$ cat config.mk
export PLATFORM = sky130hd
export DESIGN_NAME = dcsc_card_dev_flat
export DESIGN_NICKNAME = d
export VERILOG_FILES = /design/src/dcsc_pkg.sv /design/src/dcsc_spi_if.sv /design/src/dcsc_card_dev.sv /design/src/flat_wrapper.sv
export SDC_FILE = /design/constraint.sdc
export NUM_CORES = 1
export LEC_CHECK = 0
export BUFFER_PORTS_ARGS = -buffer_cell sky130_fd_sc_hd__buf_2
export CORE_MARGIN = 2
export CORE_UTILIZATION = 54
export CTS_BUF_LIST = sky130_fd_sc_hd__clkbuf_4 sky130_fd_sc_hd__clkbuf_8
export DETAILED_ROUTE_END_ITERATION = 7
export GPL_ROUTABILITY_DRIVEN = 0
export GPL_TIMING_DRIVEN = 0
export PLACE_DENSITY = 0.78
export SLEW_MARGIN = 10
export SYNTH_ARGS = -nofsm -noshare
export SYNTH_HDL_FRONTEND = slang
export SYNTH_SLANG_ARGS = --single-unit
export TNS_END_PERCENT = 5
$ cat constraint.sdc
create_clock -name clk -period 5.22 [get_ports clk]
set_input_delay 0.522 -clock clk [delete_from_list [all_inputs] [get_ports clk]]
set_output_delay 0.522 -clock clk [all_outputs]
set_load 0.05 [all_outputs]
$ cat src/dcsc_pkg.sv
// Constants shared by both ends of the dual card serial control link.
// Assumes a 25 MHz system clock at each end and a slow serial clock.
// ----------------------------------------------------------------------
// Overview of operation
// - Interrupt line high after reset
// - Insertion, removal or supply fault pulls interrupt low
// - Interrupt independent of select and address
// - Nonzero supply code clears insertion interrupt
// - Zero supply code clears removal/fault interrupt
// - Per-port poll returns prior port status
// - Host compares status, polls devices separately
// - Removal raises interrupt and starts power-down
// - Reinsertion before acknowledge keeps interrupt low
// - Slave only; serial clock idles low or high
// - Command register in, status register out
// - Select high ignores all serial activity
// - Select fall clears shifter, enables lines
// - Data valid by fall, shifted on rise
// - First three bits decoded as chip address
// - Select rise latches command, updates functions
// - Several bytes per frame, each decoded separately
// - Host leaves gap between byte bursts
// - Status bit four high when card present
// - Status bit three shows card data level
// ----------------------------------------------------------------------
package dcsc_pkg;
  localparam int BYTE_W = 8;
  localparam int CTRL_W = 5;
  localparam int NPORT = 2;
  localparam int BANK_BIT = 7;
  localparam int CHIP_BIT = 6;
  localparam int PORT_BIT = 5;
  localparam int ADDR_LAST_CNT = 2;
  localparam int BYTE_LAST_CNT = 7;
  localparam logic BANK_VALUE = 1'b0;
  localparam int ST_PRES = 4;
  localparam int ST_IO = 3;
  localparam int ST_FAULT = 2;
  localparam int SUP_HI = 1;
  localparam int SUP_LO = 0;
  localparam logic [1:0] SUP_OFF = 2'h0;
  localparam int CLK_PERIOD_NS = 40;
  localparam int SCLK_PERIOD_NS = 320;
  localparam int SCLK_HALF_CYC = SCLK_PERIOD_NS / (2 * CLK_PERIOD_NS);
  localparam int ARM_CYC = 3;
endpackage

$ cat src/dcsc_spi_if.sv
// Serial control link between host and dual card device.
// The data-out line is open-drain like; undriven it reads low.
`timescale 1ns/10ps
interface dcsc_spi_if;
  logic sclk;
  logic cs_n;
  logic mosi;
  logic miso_o;
  logic miso_oe;
  logic int_n;
  logic miso;
  assign miso = miso_oe & miso_o;
  modport device (
    input sclk,
    input cs_n,
    input mosi,
    output miso_o,
    output miso_oe,
    output int_n
  );
  modport host (
    output sclk,
    output cs_n,
    output mosi,
    input miso,
    input int_n
  );
endinterface

$ cat src/dcsc_card_dev.sv
// Device end: serial slave, per-port command and status, interrupt.
// Assumes every link and card input is asynchronous to clk.
`timescale 1ns/10ps
module dcsc_card_dev (
  input wire logic clk,
  input wire logic reset,
  dcsc_spi_if.device spi,
  input wire logic hw_address_pin,
  input wire logic [1:0] card_detect_switch,
  input wire logic [1:0] det_present_high,
  input wire logic [1:0] card_io_level,
  input wire logic [1:0] supply_fault,
  output logic [3:0] card_supply,
  output logic [5:0] card_ctrl,
  output logic [1:0] card_deactivation_seq
);
  localparam int SYNC_W = 12;
  localparam logic [SYNC_W-1:0] SYNC_RST = 12'h002;

  // ----------------------------------------------------------------
  // Input synchronisers
  // ----------------------------------------------------------------
  logic [SYNC_W-1:0] meta_ff;
  logic [SYNC_W-1:0] sync_ff;
  wire [SYNC_W-1:0] raw_in = {det_present_high, supply_fault,
    card_io_level, card_detect_switch, hw_address_pin, spi.mosi,
    spi.cs_n, spi.sclk};

  always_ff @(posedge clk or posedge reset)
  begin
    if (reset)
    begin
      meta_ff <= SYNC_RST;
      sync_ff <= SYNC_RST;
    end
    else
    begin
      meta_ff <= raw_in;
      sync_ff <= meta_ff;
    end
  end

  wire s_sclk = sync_ff[0];
  wire s_cs_n = sync_ff[1];
  wire s_mosi = sync_ff[2];
  wire s_addr = sync_ff[3];
  wire [1:0] s_det = sync_ff[5:4];
  wire [1:0] s_io = sync_ff[7:6];
  wire [1:0] s_fault = sync_ff[9:8];
  wire [1:0] s_pol = sync_ff[11:10];

  // ----------------------------------------------------------------
  // Edge detection
  // ----------------------------------------------------------------
  logic sclk_q_ff;
  logic cs_q_ff;

  wire in_frame = ~s_cs_n & ~cs_q_ff;
  wire cs_fall = ~s_cs_n & cs_q_ff;
  wire cs_rise = s_cs_n & ~cs_q_ff;
  wire sclk_rise = in_frame & s_sclk & ~sclk_q_ff;
  wire sclk_fall = in_frame & ~s_sclk & sclk_q_ff;

  // ----------------------------------------------------------------
  // Shift register and address decode
  // ----------------------------------------------------------------
  logic [dcsc_pkg::BYTE_W-1:0] shift_ff;
  logic [2:0] cnt_ff;
  logic sel_ff;
  logic port_ff;
  logic [dcsc_pkg::CTRL_W-1:0] st_sh_ff;
  logic miso_ff;
  logic oe_ff;
  logic [2*dcsc_pkg::CTRL_W-1:0] pend_ff;
  logic [1:0] pvld_ff;
  logic [2*dcsc_pkg::CTRL_W-1:0] st_all;

  wire [dcsc_pkg::BYTE_W-1:0] shift_in = {shift_ff[6:0], s_mosi};
  wire addr_done = sclk_rise & (cnt_ff == 3'(dcsc_pkg::ADDR_LAST_CNT));
  wire byte_done = sclk_rise & (cnt_ff == 3'(dcsc_pkg::BYTE_LAST_CNT));
  // At the third rise the low bits hold b7, b6, b5
  wire addr_hit = (shift_in[2] == dcsc_pkg::BANK_VALUE) &
    (shift_in[1] == s_addr);
  wire addr_port = shift_in[0];
  wire [dcsc_pkg::CTRL_W-1:0] port_st =
    addr_port ? st_all[9:5] : st_all[4:0];
  wire out_slot = sel_ff & (cnt_ff >= 3'(dcsc_pkg::ADDR_LAST_CNT + 1));
  wire [2*dcsc_pkg::CTRL_W-1:0] pend_mask =
    port_ff ? 10'h3E0 : 10'h01F;
  wire [2*dcsc_pkg::CTRL_W-1:0] pend_word = {2{shift_in[4:0]}};
  wire pend_load = byte_done & sel_ff;
  wire [2*dcsc_pkg::CTRL_W-1:0] nxt_pend =
    pend_load ? ((pend_ff & ~pend_mask) | (pend_word & pend_mask))
    : pend_ff;
  wire [1:0] nxt_pvld = cs_rise ? 2'h0
    : pend_load ? (pvld_ff | (port_ff ? 2'h2 : 2'h1)) : pvld_ff;

  always_ff @(posedge clk or posedge reset)
  begin
    if (reset)
    begin
      shift_ff <= 8'h00;
      cnt_ff <= 3'h0;
      sel_ff <= 1'b0;
      port_ff <= 1'b0;
    end
    else if (cs_fall)
    begin
      shift_ff <= 8'h00;
      cnt_ff <= 3'h0;
      sel_ff <= 1'b0;
    end
    else if (sclk_rise)
    begin
      shift_ff <= shift_in;
      cnt_ff <= cnt_ff + 3'h1;
      if (addr_done)
      begin
        sel_ff <= addr_hit;
        port_ff <= addr_port;
      end
      else if (byte_done)
      begin
        sel_ff <= 1'b0;
      end
    end
  end

  // Status leaves on falling edges, host reads it before the next one
  always_ff @(posedge clk or posedge reset)
  begin
    if (reset)
    begin
      st_sh_ff <= 5'h00;
      miso_ff <= 1'b0;
    end
    else if (cs_fall)
    begin
      miso_ff <= 1'b0;
    end
    else if (addr_done)
    begin
      st_sh_ff <= port_st;
    end
    else if (sclk_fall & out_slot)
    begin
      miso_ff <= st_sh_ff[4];
      st_sh_ff <= {st_sh_ff[3:0], 1'b0};
    end
  end

  // Drive only while addressed, so a second device can share the line
  // Either idle level works: only edges inside a frame count
  always_ff @(posedge clk or posedge reset)
  begin
    if (reset)
    begin
      sclk_q_ff <= 1'b0;
      cs_q_ff <= 1'b1;
      oe_ff <= 1'b0;
      pend_ff <= 10'h000;
      pvld_ff <= 2'h0;
    end
    else
    begin
      sclk_q_ff <= s_sclk;
      cs_q_ff <= s_cs_n;
      oe_ff <= ~s_cs_n & sel_ff;
      pend_ff <= nxt_pend;
      pvld_ff <= nxt_pvld;
    end
  end

  assign spi.miso_o = miso_ff;
  assign spi.miso_oe = oe_ff;

  // ----------------------------------------------------------------
  // Card ports
  // ----------------------------------------------------------------
  logic [1:0] arm_ff;
  wire armed = (arm_ff == 2'(dcsc_pkg::ARM_CYC));
  logic [1:0] flag_any;
  logic int_n_ff;

  // Synchroniser contents are stale for the first cycles after reset
  // Interrupt not gated by select or address: it may fall mid-frame
  always_ff @(posedge clk or posedge reset)
  begin
    if (reset)
    begin
      arm_ff <= 2'h0;
      int_n_ff <= 1'b1;
    end
    else
    begin
      arm_ff <= armed ? arm_ff : arm_ff + 2'h1;
      int_n_ff <= ~(|flag_any);
    end
  end

  genvar p;
  generate
    for (p = 0; p < dcsc_pkg::NPORT; p++)
    begin : g_port
      logic pres_q_ff;
      logic flt_q_ff;
      logic ins_ff;
      logic ext_ff;
      logic dq_ff;
      logic [1:0] sup_ff;
      logic [2:0] ctl_ff;
      wire pres = s_det[p] ~^ s_pol[p];
      wire ins_ev = armed & pres & ~pres_q_ff;
      wire ext_ev = armed & ~pres & pres_q_ff;
      wire ovl_ev = armed & s_fault[p] & ~flt_q_ff;
      wire down_ev = ext_ev | ovl_ev;
      wire commit = cs_rise & pvld_ff[p];
      wire [4:0] cmd = pend_ff[p*dcsc_pkg::CTRL_W +: dcsc_pkg::CTRL_W];
      wire sup_zero = (cmd[dcsc_pkg::SUP_HI:dcsc_pkg::SUP_LO] ==
        dcsc_pkg::SUP_OFF);
      wire clr_ins = commit & ~sup_zero;
      wire clr_ext = commit & sup_zero;

      // New events win over a clear in the same cycle
      always_ff @(posedge clk or posedge reset)
      begin
        if (reset)
        begin
          pres_q_ff <= 1'b0;
          flt_q_ff <= 1'b0;
          ins_ff <= 1'b0;
          ext_ff <= 1'b0;
          dq_ff <= 1'b0;
        end
        else
        begin
          pres_q_ff <= pres;
          flt_q_ff <= s_fault[p];
          ins_ff <= ins_ev | (ins_ff & ~clr_ins);
          ext_ff <= down_ev | (ext_ff & ~clr_ext);
          dq_ff <= down_ev;
        end
      end

      // Power-down overrides a command committed in the same cycle
      always_ff @(posedge clk or posedge reset)
      begin
        if (reset)
        begin
          sup_ff <= dcsc_pkg::SUP_OFF;
          ctl_ff <= 3'h0;
        end
        else if (down_ev)
        begin
          sup_ff <= dcsc_pkg::SUP_OFF;
        end
        else if (commit)
        begin
          sup_ff <= cmd[dcsc_pkg::SUP_HI:dcsc_pkg::SUP_LO];
          ctl_ff <= cmd[4:2];
        end
      end

      assign st_all[p*dcsc_pkg::CTRL_W +: dcsc_pkg::CTRL_W] =
        {pres, s_io[p], s_fault[p], sup_ff};
      assign flag_any[p] = ins_ff | ext_ff;
      assign card_supply[2*p +: 2] = sup_ff;
      assign card_ctrl[3*p +: 3] = ctl_ff;
      assign card_deactivation_seq[p] = dq_ff;
    end
  endgenerate

  assign spi.int_n = int_n_ff;
endmodule // dcsc_card_dev

$ cat src/flat_wrapper.sv
// flat-port wrapper written by rule: the top's interface ports become plain ports
module dcsc_card_dev_flat 
  (clk, reset, hw_address_pin, card_detect_switch, det_present_high, card_io_level, supply_fault, card_supply, card_ctrl, card_deactivation_seq, spi_sclk, spi_cs_n, spi_mosi, spi_miso_o, spi_miso_oe, spi_int_n);
  dcsc_spi_if spi_i ();
  input wire logic clk;
  input wire logic reset;
  input wire logic hw_address_pin;
  input wire logic [1:0] card_detect_switch;
  input wire logic [1:0] det_present_high;
  input wire logic [1:0] card_io_level;
  input wire logic [1:0] supply_fault;
  output logic [3:0] card_supply;
  output logic [5:0] card_ctrl;
  output logic [1:0] card_deactivation_seq;
  input wire logic [$bits(spi_i.sclk)-1:0] spi_sclk;
  input wire logic [$bits(spi_i.cs_n)-1:0] spi_cs_n;
  input wire logic [$bits(spi_i.mosi)-1:0] spi_mosi;
  output wire logic [$bits(spi_i.miso_o)-1:0] spi_miso_o;
  output wire logic [$bits(spi_i.miso_oe)-1:0] spi_miso_oe;
  output wire logic [$bits(spi_i.int_n)-1:0] spi_int_n;
  assign spi_i.sclk = spi_sclk;
  assign spi_i.cs_n = spi_cs_n;
  assign spi_i.mosi = spi_mosi;
  assign spi_miso_o = spi_i.miso_o;
  assign spi_miso_oe = spi_i.miso_oe;
  assign spi_int_n = spi_i.int_n;
  dcsc_card_dev u_core (.clk(clk), .reset(reset), .spi(spi_i), .hw_address_pin(hw_address_pin), .card_detect_switch(card_detect_switch), .det_present_high(det_present_high), .card_io_level(card_io_level), .supply_fault(supply_fault), .card_supply(card_supply), .card_ctrl(card_ctrl), .card_deactivation_seq(card_deactivation_seq));
endmodule
==> tab_implementation.tex <==
\begin{tabular}{lr}
\hline
Metric & Value \\
\hline
\multicolumn{2}{l}{\textbf{Run status}} \\
Status & finished clean \\
\multicolumn{2}{l}{\textbf{Worst hold path}} \\
Class of the tightest hold or removal check & in2async \\
\multicolumn{2}{l}{\textbf{Floorplan}} \\
Io pins & 29 \\
Core Box Area & 5205 um\^{}2 \\
Floorplan die height & 78.03 um \\
Die Footprint & 6088 um\^{}2 \\
Number of core rows & 26 \\
Starting density of the core & 0.5685 \\
Die extent in x & 78.03 um \\
\multicolumn{2}{l}{\textbf{Layout}} \\
Fin cells & 322 \\
Area Growth Syn to Fin & 15.90\% \\
Fill cell instance count of the final layout & 383 \\
Post-route cell area & 3430 um\^{}2 \\
Final Net Count & 266 \\
Utilization after layout & 0.6589 \\
Layout cell share with drive strength beyond 1 & 0.3135 \\
Antenna diode count & 0 \\
\multicolumn{2}{l}{\textbf{Clock tree}} \\
Number of setup buffers added after CTS & 0 \\
Sinks on the clock net & 77 \\
CTS clk-pin slew, worst paths & 0.08 ns \\
Clock tree from TritonCTS & done \\
Root buffer cell & clkbuf\_8 \\
Number of CTS-inserted buffers & 9 \\
Hold-fix buffer count after cts & 0 \\
Clock latency reported for the late side of the worst-skew pair & 0.35 ns \\
CTS H-Tree Depth & 3 \\
Buffers from clock root to sink, at most & 2 \\
Number of cells upsized or downsized after cts & 0 \\
\multicolumn{2}{l}{\textbf{Timing}} \\
Unrepaired setup endpoints after global routing & false \\
Minimum clock period & 1.854 ns \\
Final worst clock skew & 0.008261 ns \\
Final setup viols & 0 \\
Tightest Pin Transition & 0.5479 ns \\
Post-route clock period utilization & 0.3552 \\
Hold Violations, Final & 0 \\
Worst slew margin & 0.6347 \\
Final max-slew violation count & 0 \\
Final-layout setup total negative slack & 0 ns \\
Maximum clock rate & 539.3 MHz \\
\multicolumn{2}{l}{\textbf{Logic synthesis}} \\
Top cells by count, synth & 73 x dfrtp\_1, 19 x mux2\_2, 11 x mux2i\_1 \\
Post-synth ARST share & 1.000 \\
Post-Syn Area & 2959 um\^{}2 \\
Number of synthesized flops with an enable pin & 0 \\
Post-synth net total & 226 \\
Area share of the largest cell type after synthesis & 0.6173 \\
Most used flip-flop cell after synthesis & dfrtp\_1 \\
Fraction of the yosys area taken by sequential cells & 0.6529 \\
Synth area leaders & dfrtp\_1 62\%, mux2\_2 7.2\%, mux2i\_1 3.7\% \\
Cells after Synth & 207 \\
Number of register bits inferred by synthesis & 77 \\
Dominant cell by count in the synthesized netlist & dfrtp\_1 \\
Yosys cell types & 43 \\
Mean area per synthesized cell & 14.30 um\^{}2 \\
Cell type with the highest aggregate area in the netlist & dfrtp\_1 \\
YS warnings & 0 \\
\multicolumn{2}{l}{\textbf{Routing}} \\
Drt via density & 5.491 \\
Residual DRC & 0 \\
Via count & 1768 \\
Number of iterations in the first detailed-routing pass & 4 \\
Sum of routed wire length over all layers & 5147 um \\
Iteration-0 DRC count of the detailed router & 146 \\
Wire length per cell after detailed routing & 15.98 um \\
Post-route ant nets & 0 \\
\multicolumn{2}{l}{\textbf{Worst setup path}} \\
Crit start category & register \\
Largest fanout on the critical path & 6 \\
Category of the most critical setup path & reg2reg \\
Critical-path top delay cell & dfrtp\_1 \\
Required time at the worst-slack endpoint & 5.47 ns \\
Top delay family on crit path & compound AO/OA/AOI/OAI gates \\
Data arrival time of the worst path & 2.11 ns \\
Worst path buffer plus inverter count & 1 \\
List of cells traversed by the critical path & ha\_1 -> ha\_1 -> a211o\_1 -> and3\_1 -> clkbuf\_1 -> o221ai\_1 \\
Cell seen most often among critical-path stages & ha\_1 \\
Stage delay of the slowest cell on the critical path & 0.42 ns \\
Endpoint kind of the worst setup timing path & register \\
\multicolumn{2}{l}{\textbf{Placement}} \\
Number of buffers inserted by port buffering & 28 \\
Post-detailed-placement cell area & 3209 um\^{}2 \\
Number of instances in the placed design & 306 \\
Detailed Place HPWL & 3445 um \\
\multicolumn{2}{l}{\textbf{GRT}} \\
Grt met1 use & 0.2735 \\
Global-route wire length before repair & 8852 um \\
Most crowded layer after global routing & met2 \\
Total Routing Usage GR & 0.1940 \\
Largest net degree at the start of global routing & 45 \\
Overall overflow remaining after global route & 0 \\
Met2 demand-to-capacity share in global routing & 0.2940 \\
Vias in the first global route & 1780 \\
Met3 capacity usage during global routing & 0.04483 \\
Initial antenna violation count & 0 \\
\multicolumn{2}{l}{\textbf{Power and ir drop}} \\
Max IR drop VDD & 0.2739 mV \\
Tot Pwr & 1.180 mW \\
Power Density & 344.0 nW/um\^{}2 \\
Leakage power of the design & 1.655 nW \\
\multicolumn{2}{l}{\textbf{Job}} \\
Count of max-cap constraint violations & 0 \\
\hline
\end{tabular}
-- placed cells by master, fill, tap and decap left out, types with 3 or more instances in the layout --
| cell | netlist | final |
|---|---|---|
| nand2_1 | 7 | 7 |
| o21ai_0 | 6 | 6 |
| a21oi_1 | 5 | 5 |
| dfstp_2 | 4 | 4 |
| xnor2_1 | 3 | 3 |
| clkbuf_1 | 4 | 4 |
| dfrtp_1 | 73 | 73 |
| nand4_1 | 5 | 5 |
| nor2_1 | 3 | 3 |
| o21ai_1 | 3 | 3 |
| buf_2 | 1 | 29 |
| clkbuf_8 | 0 | 9 |
| ha_1 | 5 | 5 |
| o22ai_1 | 3 | 3 |
| o221ai_1 | 3 | 3 |
| mux2_2 | 19 | 19 |
| mux2i_1 | 11 | 11 |
| nand3b_1 | 5 | 5 |
| nor2b_1 | 3 | 3 |
| inv_1 | 9 | 8 |
| a22o_1 | 6 | 6 |
-- cells by family after synthesis --
kind of cell	count (synthesis)	synth area share
AOI/OAI and AO/OA	36	0.08668
xor gates and xnor gates	4	0.01184
adders and majority gates	5	0.02114
buffers and inverters	18	0.02832
DFF	77	0.6529
muxes	30	0.1095
and+or+nand+nor	37	0.08965
-- path summary, 6_finish.rpt --
kind | start | to | slack [ns] | depth (start not counted)
worst min-delay path | reset | u_core.meta_ff[4] | 0.16 | 2
worst max register to register | u_core.cnt_ff[0] | u_core.st_sh_ff[2] | 3.37 | 6
worst max-delay path | u_core.cnt_ff[0] | u_core.st_sh_ff[2] | 3.37 | 6
worst min register to register | u_core.meta_ff[6] | u_core.sync_ff[6] | 0.35 | 0
max in group asynchronous | reset | u_core.cs_q_ff | 4.43 | 3
min in group clk | spi_cs_n | u_core.meta_ff[1] | 0.27 | 1
-- report_power, final --
group / internal, mW / switching (mW) / total (mW)
Combinational: 0.0232 / 0.0401 / 0.0634
Sequential: 0.616 / 0.0121 / 0.628
Clock: 0.271 / 0.217 / 0.489
Total: 0.911 / 0.269 / 1.18
-- per-stage QoR --
step,hold WS [ns],setup WS [ns]
final,0.1617,3.366
after global routing,0.1847,3.220
after CTS,0.1687,3.381
after detailed placement,0.3355,3.412
after global placement,0.3318,1.992
after floorplan,0.3312,2.738
-- metal layers --
metal | part of all wire | vias up | wire (um)
li1 | - | 823 | -
met1 | 0.47 | 895 | 2408
met2 | 0.48 | 40 | 2462
met3 | 0.037 | 10 | 189
met4 | 0.017 | 0 | 87
met5 | 0 | - | 0
-- cell type report --
cell class              instances  area (um^2)  share of cell area
flip-flops and latches         77         1932              0.5633
multi-input cells             112        943.4              0.2751
repair buffers                 29        160.2             0.04670
clock buffers                   9        123.9             0.03612
clock inverters                 7        96.34             0.02809
well taps                      70        87.58             0.02554
plain buffers                   9        50.05             0.01459
inverters                       9        36.28             0.01058
(Power assumes the default switching activity.)
